==> src/twm_pkg.sv <==
// Constants and types for the two-wire bus host controller.
package twm_pkg;

  // ----------------------------------------------------------------
  // Register offsets (byte addresses, one word each)
  // ----------------------------------------------------------------
  localparam logic [7:0] OFS_TARGET = 8'h00;
  localparam logic [7:0] OFS_BYTE   = 8'h04;
  localparam logic [7:0] OFS_CTRL   = 8'h08;
  localparam logic [7:0] OFS_DIV    = 8'h0C;

  // ----------------------------------------------------------------
  // Control and status bit positions
  // ----------------------------------------------------------------
  localparam int CTL_RUN   = 0;
  localparam int CTL_START = 1;
  localparam int CTL_STOP  = 2;
  localparam int CTL_ACK   = 3;
  localparam int CTL_EVM   = 4;
  localparam int STS_BUSY  = 0;
  localparam int STS_ERR   = 1;
  localparam int STS_ARB   = 2;
  localparam int STS_BUSB  = 3;
  localparam int STS_DONE  = 4;
  localparam int STS_RAW   = 5;
  localparam int STS_MSK   = 7;

  // ----------------------------------------------------------------
  // Reset values and timing counts
  // ----------------------------------------------------------------
  localparam logic [15:0] DIV_RESET = 16'h0009;
  localparam logic [3:0]  clock_low_phase_units  = 4'h6;
  localparam logic [3:0]  clock_high_phase_units = 4'h4;
  localparam logic [3:0]  SAMPLE_UNIT = 4'h2;
  localparam logic [3:0]  ACK_BIT     = 4'h8;

  typedef enum logic [3:0] {
    ST_IDLE, ST_START, ST_RS_LOW, ST_RS_HIGH, ST_BIT_LOW, ST_BIT_HIGH,
    ST_STOP_LOW, ST_STOP_HIGH, ST_STOP_END, ST_HOLD
  } twm_state_t;

endpackage
==> src/twm_host_ctrl.sv <==
// Two-wire bus master that drives the device's bus pins, with APB registers.
//
// How it works
// Bus counts as idle only while data and clock lines both read high.
// A byte is eight data clocks plus one acknowledge clock.
// Bytes go out most significant bit first.
// While a receiver holds the clock low, the master waits before going on.
// Start is data falling with clock high; stop is data rising with clock high.
// Device tracks bus busy from start until stop.
// Stop bit chooses stop after the byte, or holding for a repeated start.
// Software writes address with direction, then control with stop, start, run.
// Device sets its done status flag and shows received data when done.
// Device acks received bytes when its ack control bit is set.
// Device slave flags start and stop in raw and masked status.
// First byte after start is seven address bits and a direction bit.
// Transfers end with stop, or repeated start may address another slave.
// Data changes only while clock is low, stable while high.
// Master clocks the ack bit; the transmitter releases data during it.
// Receiver acks by pulling data low during the ack clock pulse.
// An unacknowledged address leaves data high; master stops and aborts.
// Master receiver acks each byte but the last, then issues stop.
// Master begins only on an idle bus.
// A master losing arbitration releases data and waits for idle bus.
// Arbitration runs over address bits, then through data bits.
// Bus runs at standard or fast rate chosen by software.
// Device derives its clock from a timer setting, low six, high four units.
// Lines are only pulled low or released; actual levels are sampled.
`timescale 1ns/1ps
`default_nettype none

module twm_host_ctrl (
  input  wire logic        ref_clk,
  input  wire logic        rst_n,
  input  wire logic        psel,
  input  wire logic        penable,
  input  wire logic        pwrite,
  input  wire logic [7:0]  paddr,
  input  wire logic [31:0] pwdata,
  output logic      [31:0] prdata,
  output logic             pready,
  output logic             pslverr,
  input  wire logic        port0_serial_clock_i,
  output logic             port0_serial_clock_o,
  output logic             port0_serial_clock_oe,
  input  wire logic        port0_serial_line_i,
  output logic             port0_serial_line_o,
  output logic             port0_serial_line_oe
);

  // ----------------------------------------------------------------
  // Registers and state
  // ----------------------------------------------------------------
  logic [7:0]  master_target_address_reg;
  logic [7:0]  tx_byte;
  logic [7:0]  master_byte_reg;
  logic [15:0] clock_divider_setting;
  logic [3:0]  cmd;
  logic        cmd_pend;
  logic        err;
  logic        arb_lost;
  logic        done;
  logic        bus_busy;
  logic [1:0]  slave_raw_event_status;
  logic [1:0]  ev_mask;
  twm_pkg::twm_state_t st;
  logic [16:0] div_cnt;
  logic [3:0]  ph;
  logic [3:0]  bitn;
  logic [7:0]  sh;
  logic        is_addr;
  logic        rx;
  logic        scl_m;
  logic        scl_s;
  logic        scl_p;
  logic        sda_m;
  logic        sda_s;
  logic        sda_p;

  // ----------------------------------------------------------------
  // Pin synchronisers and bus condition detect
  // ----------------------------------------------------------------
  always_ff @(posedge ref_clk) begin
    if (!rst_n) begin
      {scl_m, scl_s, scl_p} <= 3'h7;
      {sda_m, sda_s, sda_p} <= 3'h7;
    end else begin
      {scl_m, scl_s, scl_p} <= {port0_serial_clock_i, scl_m, scl_s};
      {sda_m, sda_s, sda_p} <= {port0_serial_line_i, sda_m, sda_s};
    end
  end

  wire start_seen = scl_s && scl_p && sda_p && !sda_s;
  wire stop_seen  = scl_s && scl_p && !sda_p && sda_s;
  wire bus_free   = !bus_busy && scl_s && sda_s;

  always_ff @(posedge ref_clk) begin
    if (!rst_n) begin
      bus_busy <= 1'b0;
    end else if (start_seen) begin
      bus_busy <= 1'b1;
    end else if (stop_seen) begin
      bus_busy <= 1'b0;
    end
  end

  // ----------------------------------------------------------------
  // APB slave, zero wait states
  // ----------------------------------------------------------------
  wire sel_tgt  = paddr == twm_pkg::OFS_TARGET;
  wire sel_byte = paddr == twm_pkg::OFS_BYTE;
  wire sel_ctrl = paddr == twm_pkg::OFS_CTRL;
  wire sel_div  = paddr == twm_pkg::OFS_DIV;
  wire mapped   = sel_tgt | sel_byte | sel_ctrl | sel_div;
  wire wr_en    = psel && penable && pwrite && mapped;
  wire moving   = !(st == twm_pkg::ST_IDLE || st == twm_pkg::ST_HOLD);
  wire busy     = cmd_pend || moving;
  // Commands arriving while busy are dropped rather than queued
  wire cmd_wr   = wr_en && sel_ctrl && pwdata[twm_pkg::CTL_RUN] && !busy;
  // A new command clears the events; one seen in the same cycle survives
  wire [1:0]  ev_keep = cmd_wr ? 2'b00 : slave_raw_event_status;
  wire [1:0]  slave_masked_event_status = slave_raw_event_status & ev_mask;
  wire [31:0] status = {23'h0, slave_masked_event_status, slave_raw_event_status,
                        done, bus_busy, arb_lost, err, busy};

  assign pready  = 1'b1;
  assign pslverr = psel && penable && !mapped;
  assign prdata  = sel_tgt  ? {24'h0, master_target_address_reg} :
                   sel_byte ? {24'h0, master_byte_reg} :
                   sel_ctrl ? status :
                   sel_div  ? {16'h0, clock_divider_setting} : 32'h0;

  always_ff @(posedge ref_clk) begin
    if (!rst_n) begin
      master_target_address_reg <= 8'h00;
      tx_byte                   <= 8'h00;
      clock_divider_setting     <= twm_pkg::DIV_RESET;
      ev_mask                   <= 2'b00;
      slave_raw_event_status    <= 2'b00;
    end else begin
      slave_raw_event_status <= ev_keep | {stop_seen, start_seen};
      if (wr_en && sel_tgt) master_target_address_reg <= pwdata[7:0];
      if (wr_en && sel_byte) tx_byte <= pwdata[7:0];
      if (wr_en && sel_div) clock_divider_setting <= pwdata[15:0];
      if (wr_en && sel_ctrl) ev_mask <= pwdata[twm_pkg::CTL_EVM +: 2];
    end
  end

  // ----------------------------------------------------------------
  // Bus rate divider: one tick per 2 x (setting + 1) reference cycles
  // ----------------------------------------------------------------
  wire tick = div_cnt >= {clock_divider_setting, 1'b1};

  always_ff @(posedge ref_clk) begin
    if (!rst_n || tick) begin
      div_cnt <= 17'h00000;
    end else begin
      div_cnt <= div_cnt + 17'h00001;
    end
  end

  // ----------------------------------------------------------------
  // Bit engine
  // ----------------------------------------------------------------
  wire high_ph  = st == twm_pkg::ST_BIT_HIGH || st == twm_pkg::ST_RS_HIGH ||
                  st == twm_pkg::ST_STOP_HIGH;
  wire low_end  = tick && ph == twm_pkg::clock_low_phase_units - 4'h1;
  wire high_end = tick && ph == twm_pkg::clock_high_phase_units - 4'h1 && scl_s;
  wire samp     = tick && ph == twm_pkg::SAMPLE_UNIT && scl_s;
  wire ack_bit  = bitn == twm_pkg::ACK_BIT;
  wire drv_one  = !rx && !ack_bit && sh[7];
  wire lost     = st == twm_pkg::ST_BIT_HIGH && samp && drv_one && !sda_s;
  wire nack     = sh[0];

  // Level to pull the data line for the current bit
  function automatic logic pull_sda(input logic r, input logic a, input logic b7,
                                    input logic ack_en);
    pull_sda = a ? (r & ack_en) : (!r & !b7);
  endfunction

  always_ff @(posedge ref_clk) begin
    if (!rst_n) begin
      st                    <= twm_pkg::ST_IDLE;
      ph                    <= 4'h0;
      bitn                  <= 4'h0;
      sh                    <= 8'h00;
      is_addr               <= 1'b0;
      rx                    <= 1'b0;
      cmd                   <= 4'h0;
      cmd_pend              <= 1'b0;
      err                   <= 1'b0;
      arb_lost              <= 1'b0;
      done                  <= 1'b0;
      master_byte_reg       <= 8'h00;
      port0_serial_clock_oe <= 1'b0;
      port0_serial_line_oe  <= 1'b0;
    end else begin
      if (cmd_wr) begin
        cmd      <= pwdata[3:0];
        cmd_pend <= 1'b1;
        err      <= 1'b0;
        arb_lost <= 1'b0;
        done     <= 1'b0;
      end
      if (tick) ph <= ph + 4'h1;
      if (high_ph && !scl_s) ph <= 4'h0;
      if (lost) begin
        // Off the bus at once; a new start must wait for a stop
        st                    <= twm_pkg::ST_IDLE;
        port0_serial_line_oe  <= 1'b0;
        port0_serial_clock_oe <= 1'b0;
        arb_lost              <= 1'b1;
        done                  <= 1'b1;
      end else begin
        unique case (st)
          twm_pkg::ST_IDLE: begin
            if (cmd_pend && cmd[twm_pkg::CTL_START] && bus_free) begin
              st                   <= twm_pkg::ST_START;
              ph                   <= 4'h0;
              port0_serial_line_oe <= 1'b1;
            end else if (cmd_pend && !cmd[twm_pkg::CTL_START]) begin
              cmd_pend <= 1'b0;
              err      <= 1'b1;
              done     <= 1'b1;
            end
          end
          twm_pkg::ST_START: begin
            if (tick && ph == twm_pkg::clock_high_phase_units) begin
              st                    <= twm_pkg::ST_BIT_LOW;
              ph                    <= 4'h0;
              bitn                  <= 4'h0;
              sh                    <= master_target_address_reg;
              is_addr               <= 1'b1;
              rx                    <= 1'b0;
              cmd_pend              <= 1'b0;
              port0_serial_clock_oe <= 1'b1;
            end
          end
          twm_pkg::ST_HOLD: begin
            if (cmd_pend && cmd[twm_pkg::CTL_START]) begin
              st       <= twm_pkg::ST_RS_LOW;
              ph       <= 4'h0;
            end else if (cmd_pend) begin
              st       <= twm_pkg::ST_BIT_LOW;
              ph       <= 4'h0;
              bitn     <= 4'h0;
              sh       <= tx_byte;
              is_addr  <= 1'b0;
              cmd_pend <= 1'b0;
            end
          end
          twm_pkg::ST_RS_LOW: begin
            if (ph == 4'h1) port0_serial_line_oe <= 1'b0;
            if (low_end) begin
              st                    <= twm_pkg::ST_RS_HIGH;
              ph                    <= 4'h0;
              port0_serial_clock_oe <= 1'b0;
            end
          end
          twm_pkg::ST_RS_HIGH: begin
            if (high_end) begin
              st                   <= twm_pkg::ST_START;
              ph                   <= 4'h0;
              port0_serial_line_oe <= 1'b1;
            end
          end
          twm_pkg::ST_BIT_LOW: begin
            if (ph == 4'h1) begin
              // Data moves only a tick after the clock fell
              port0_serial_line_oe <= pull_sda(rx, ack_bit, sh[7],
                                               cmd[twm_pkg::CTL_ACK]);
            end
            if (low_end) begin
              st                    <= twm_pkg::ST_BIT_HIGH;
              ph                    <= 4'h0;
              port0_serial_clock_oe <= 1'b0;
            end
          end
          twm_pkg::ST_BIT_HIGH: begin
            // A received byte must survive its own ack bit
            if (samp && !(ack_bit && rx)) sh <= {sh[6:0], sda_s};
            if (high_end) begin
              ph                    <= 4'h0;
              port0_serial_clock_oe <= 1'b1;
              if (!ack_bit) begin
                st   <= twm_pkg::ST_BIT_LOW;
                bitn <= bitn + 4'h1;
              end else if (is_addr && nack) begin
                st  <= twm_pkg::ST_STOP_LOW;
                err <= 1'b1;
              end else if (is_addr) begin
                st      <= twm_pkg::ST_BIT_LOW;
                bitn    <= 4'h0;
                sh      <= tx_byte;
                is_addr <= 1'b0;
                rx      <= master_target_address_reg[0];
              end else begin
                if (rx) master_byte_reg <= sh;
                if (!rx && nack) err <= 1'b1;
                if ((!rx && nack) || cmd[twm_pkg::CTL_STOP]) begin
                  st <= twm_pkg::ST_STOP_LOW;
                end else begin
                  st   <= twm_pkg::ST_HOLD;
                  done <= 1'b1;
                end
              end
            end
          end
          twm_pkg::ST_STOP_LOW: begin
            if (ph == 4'h1) port0_serial_line_oe <= 1'b1;
            if (low_end) begin
              st                    <= twm_pkg::ST_STOP_HIGH;
              ph                    <= 4'h0;
              port0_serial_clock_oe <= 1'b0;
            end
          end
          twm_pkg::ST_STOP_HIGH: begin
            if (high_end) begin
              st                   <= twm_pkg::ST_STOP_END;
              ph                   <= 4'h0;
              port0_serial_line_oe <= 1'b0;
            end
          end
          twm_pkg::ST_STOP_END: begin
            if (tick && ph == twm_pkg::clock_high_phase_units) begin
              st   <= twm_pkg::ST_IDLE;
              done <= 1'b1;
            end
          end
        endcase
      end
    end
  end

  // Open drain: the driven level is always low
  assign port0_serial_clock_o = 1'b0;
  assign port0_serial_line_o  = 1'b0;
endmodule

`default_nettype wire

==> config.mk <==
export PLATFORM = sky130hd
export DESIGN_NAME = twm_host_ctrl
export DESIGN_NICKNAME = d
export VERILOG_FILES = /design/src/twm_pkg.sv /design/src/twm_host_ctrl.sv
export SDC_FILE = /design/constraint.sdc
export NUM_CORES = 1
export LEC_CHECK = 0
export BUFFER_PORTS_ARGS = -buffer_cell sky130_fd_sc_hd__buf_4
export CORE_UTILIZATION = 40
export DETAILED_ROUTE_END_ITERATION = 16
export MAX_ROUTING_LAYER = met4
export RECOVER_POWER = 100
export SYNTH_ARGS = -nofsm -noshare
export SYNTH_HDL_FRONTEND = slang
export SYNTH_SLANG_ARGS = --single-unit
==> constraint.sdc <==
create_clock -name ref_clk -period 4.9 [get_ports ref_clk]
set_input_delay 0.735 -clock ref_clk [delete_from_list [all_inputs] [get_ports ref_clk]]
set_output_delay 0.735 -clock ref_clk [all_outputs]
set_load 0.02 [all_outputs]
Word-level counts from Yosys, hierarchy flattened
Index checks and enable logic that the tools add are counted.
- bits in registers: 100
- output and inout port bits: 38
- add/subtract/negate cells: 3
- $lt $le $gt $ge: 1
- equal/unequal tests: 39
- multiplexer cells: 103
- bitwise gates (word level): 11
- reduce and logical (&&, ||, !) cells: 74
- operators with widths (kind ; count):
    2-to-1 mux 4 bit ; 30
    2-to-1 mux 16 bit ; 4
    2-to-1 mux 8 bit ; 8
    2-to-1 mux 1 bit ; 49
    one-hot mux 4 bit (10 select lines) ; 1
    logical AND 1 bit ; 36
    != test 2 bit, second input constant ; 16
    equality test 4 x 3 -> 1 bit, second input constant ; 6
    one-hot mux 8 bit (3 select lines) ; 1
    AND reduction 7 bit ; 3
    one-hot mux 4 bit (5 select lines) ; 1
    adder 17 x 1 -> 17 bit, second input constant ; 1
    greater-or-equal comparator 17 bit ; 1
    equality test 4 x 2 -> 1 bit, second input constant ; 4
    equality test 8 x 4 -> 1 bit, second input constant ; 2
    AND reduction 8 bit ; 2
    zero test 1 bit ; 13
    equality test 4 bit, second input constant ; 3
    one-hot mux 1 bit (3 select lines) ; 4
    one-hot mux 4 bit (3 select lines) ; 1
    AND reduction 10 bit ; 1
    adder 4 x 1 -> 4 bit, second input constant ; 2
    equality test 4 x 1 -> 1 bit, second input constant ; 2
    equality test 8 x 3 -> 1 bit, second input constant ; 1
    other kinds (21) ; 39

Depth between registers and ports, before layout
- depth after elaboration: 16
- depth in mapped cells: 10
- gate-level depth less buffers: 9

Least setup slack after synthesis
No wires, ideal clock.
- path type: input -> output
- start point: input paddr[3]
- end point: output prdata[0]
- data arrival time: 2.275 ns
- required time: 4.165 ns
- setup slack: 1.890 ns
- stages: 6
- cells stage by stage: clkbuf_1 clkbuf_1 nor2_1 a21oi_1 nor2_1 a211oi_1
- word-level cells in the longest chain between the ends: 5
- ends and longest elaborated chain (element ; line ; RTL):
    start: declaration ; twm_host_ctrl.sv:37 ; input wire logic [7:0] paddr,
    equality test 8 x 4 -> 1 bit ; twm_host_ctrl.sv:112 ; wire sel_div = paddr == twm_pkg::OFS_DIV;
    2-to-1 mux 16 bit ; twm_host_ctrl.sv:130 ; sel_div ? {16'h0, clock_divider_setting} : 32'h0;
    2-to-1 mux 16 bit ; twm_host_ctrl.sv:129 ; sel_ctrl ? status :
    2-to-1 mux 16 bit ; twm_host_ctrl.sv:128 ; sel_byte ? {24'h0, master_byte_reg} :
    2-to-1 mux 16 bit (*) ; twm_host_ctrl.sv:127 ; assign prdata = sel_tgt ? {24'h0, master_target_address_reg} :
    end: declaration ; twm_host_ctrl.sv:39 ; output logic [31:0] prdata,
Mark *: on every way between the ends. The rest lies on a longest branch, timed or not.

==> run_results.csv <==
group,metric,value,unit
setup_path,startpoint,"rst_n",
timing,max_freq,0.2590,GHz
outcome,violations,"max-capacitance violations, max-slew violations",
routing,routed_wl,14810,um
routing,routed_via_density,5.677,
clock_network,cts_tree,"yes",
synthesis,ys_ff_latch,99,
job,max-cap-violations,2,
global_route,grt_pass1_wl,24220,um
clock_network,cts_hold_buf,0,
floorplanning,core,13450,sq um
setup_path,required,5.17,ns
setup_path,slowest_stage,"inv_1",
timing,hold_viol_final,0,
setup_path,regToRegSetupSlack,1.33,ns
finish,instances_no_fill,892,
synthesis,synth-main-ff-cell,"dfxtp_1",
finish,final_nets,782,
worst_hold_path,holdCritStartpoint,"sda_m$_SDFF_PN1_",
setup_path,path_class,"in2reg",
floorplanning,die_h,120.2,um
power,p_leak,2.370,nW
synthesis,synthTopCellsByArea,"dfxtp_1 (35%), nand2_1 (5.6%), ha_1 (5.2%)",
setup_path,path_buf_inv,2,
clock_network,cts.sinks,99,
placed_design,hpwl,10530,um
setup_path,crit_fanout,53,
synthesis,ys_async_sr_fraction,0,%
power,p_total,0.001720,W
outcome,status,"complete, but fails checks",
synthesis,synthDistinctLibCells,69,
clock_network,clockRootBuffer,"clkbuf_16",
setup_path,crit_path_start_kind,"primary input",
synthesis,synth_area,5584,sq um
setup_path,worstPathCellList,"clkbuf_1 -> inv_1 -> nor2_1 -> nor3b_1",
finish,syn2layout_area_growth,11.63,%
routing,drc,0,
timing,rsz0062_at_grt,"false",
routing,drtIter0Drc,351,
timing,holdWs,0.4056,ns
worst_hold_path,min-delay-path-class,"reg2reg",
setup_path,crit_path_end_kind,"flip-flop",
timing,slew_headroom,-21.55,%
timing,timing.final.crit_share,78.79,%
timing,tightest_slew,1.821,ns
timing,post-route-min-period,3.861,ns
floorplanning,ios,85,
synthesis,yosysTopAreaCellShare,35.49,%
clock_network,clk_latency,0.35,ns
synthesis,synthCells,685,
placed_design,routabilityCongestion,0.8625,
timing,skew,0.009513,ns
power,vdd.ir_drop.worst,0.2128,mV
timing,tns,0,ns
synthesis,synth_edf_count,0,
setup_path,timing.rr.end,"sh[6]$_SDFFE_PN0P_",
synthesis,yosys_warnings,0,
routing,antenna_left,0,
placed_design,io_buffers,49,
synthesis,syn_avg_cell_area,8.152,sq um
synthesis,synth_top_area_cell,"dfxtp_1",
routing,vias,5064,
clock_network,cts_resized,0,
global_route,grt_overflow,0,
setup_path,rr_worst_depth,9,
clock_network,cts_buffers,9,
global_route,antenna_found_initial,0,
floorplanning,dieWidth,120.2,um
floorplanning,row_count,42,
timing,setup_viol,0,
setup_path,timing.rr.start,"clock_divider_setting[7]$_SDFFE_PN0P_",
synthesis,netlist_top_cells_count,"dfxtp_1 (99), nand2_1 (84), nor2_1 (65)",
floorplanning,dieArea,14440,sq um
timing,finalMaxSlewViolations,90,
global_route,grt_max_degree,54,
finish,drive_gt1_share,9.218,%
finish,insertedDiodeCount,0,
setup_path,crit_family,"buffers and inverters",
routing,wl_per_cell,16.60,um
finish,fill_cells,1319,
clock_network,cts_setup_buffers,0,
global_route,grt_use_total,21.99,%
synthesis,synth.yosys.seq_area_share,35.49,%
synthesis,yosysMostFrequentCell,"dfxtp_1",
finish,largest_register_ffs,17,
global_route,grt_pass1_vias,4707,
power,powerDensity,275.9,nW/um^2
floorplanning,initial_utilization,41.51,%
clock_network,htree_num_levels,3,
setup_path,cpPeakStageDelay,1.39,ns
routing,drt_pre_antenna_iters,5,
setup_path,cp_data_arrival_time,4.13,ns
finish,regMostFlops,"div_cnt",
finish,reg.largest.list,"div_cnt (17), clock_divider_setting (16)",
placed_design,dpl.cell_count,877,
clock_network,path_clk_slew,0.06,ns
clock_network,clock_path_buffers,2,
worst_hold_path,whs_path_depth,1,
worst_hold_path,min_to,"sda_s$_SDFF_PN1_",
[routing by layer]
metal / share of wire [%] / global-route usage, % / up-vias
met3: 5.3 / 4.230 / 23
met4: 1.2 / 5.625 / 0
li1: - / - / 2456
met1: 47 / 28.95 / 2413
met5: 0 / - / -
met2: 47 / 34.52 / 172
[report_power, final]
group          switching, W  internal, W
registers        0.00000588     0.000810
logic             0.0000488    0.0000264
clock network      0.000305     0.000524
total              0.000360      0.00136
[layout by cell type, fill, tap and decap left out, types with 21 or more instances in the layout]
| cell | netlist | routed |
|---|---|---|
| nand2_1 | 84 | 84 |
| inv_1 | 29 | 30 |
| nor2_1 | 65 | 65 |
| nand3_1 | 33 | 33 |
| mux2i_1 | 22 | 22 |
| buf_4 | 20 | 30 |
| o21ai_0 | 34 | 34 |
| ha_1 | 23 | 23 |
| dfxtp_1 | 99 | 99 |
| a21oi_1 | 53 | 53 |
| clkbuf_1 | 27 | 21 |
[worst max-delay path by stage]
| stage | to | slack (ns) | depth (start not counted) |
|---|---|---|---|
| floorplan | prdata[0] | 1.89 | 6 |
| global placement | sh[5]$_SDFFE_PN0P_ | 1.65 | 9 |
| detailed placement | sh[6]$_SDFFE_PN0P_ | 1.60 | 9 |
| CTS | sh[4]$_SDFFE_PN0P_ | 1.60 | 9 |
| global route | ph[2]$_SDFF_PN0_ | 0.80 | 4 |
| finish | ph[2]$_SDFF_PN0_ | 1.04 | 4 |
[kinds of logic after synthesis]
logic type / after synthesis / synth area share, %
simple gates: 274 / 24.47
compound gates: 160 / 18.62
flops: 99 / 35.49
buf+inv: 82 / 7.058
mux: 29 / 6.565
fa+ha+maj: 23 / 5.154
xor+xnor: 16 / 2.510
other cells: 2 / 0.1345
[final cells by class]
| type | instances | area, sq um | area share, % |
|---|---|---|---|
| Inverter | 30 | 112.6 | 1.807 |
| Clock inverter | 4 | 97.59 | 1.566 |
| Sequential cell | 99 | 1982 | 31.79 |
| Multi-Input combinational cell | 521 | 3264 | 52.37 |
| Clock buffer | 11 | 252.7 | 4.055 |
| Timing Repair Buffer | 51 | 304.0 | 4.878 |
| Tap cell | 176 | 220.2 | 3.533 |
[stage by stage]
stage | instance area (sq um) | utilization [%] | setup WS [ns]
detailed placement | 5973 | 44.40 | 1.596
CTS | 6324 | 47.01 | 1.596
global route | 6233 | 46.34 | 0.8039
finish | 6233 | 46.34 | 1.039
global placement | 5973 | 44.40 | 1.649
floorplan | 5648 | - | 1.890
(Power assumes the default switching activity.)
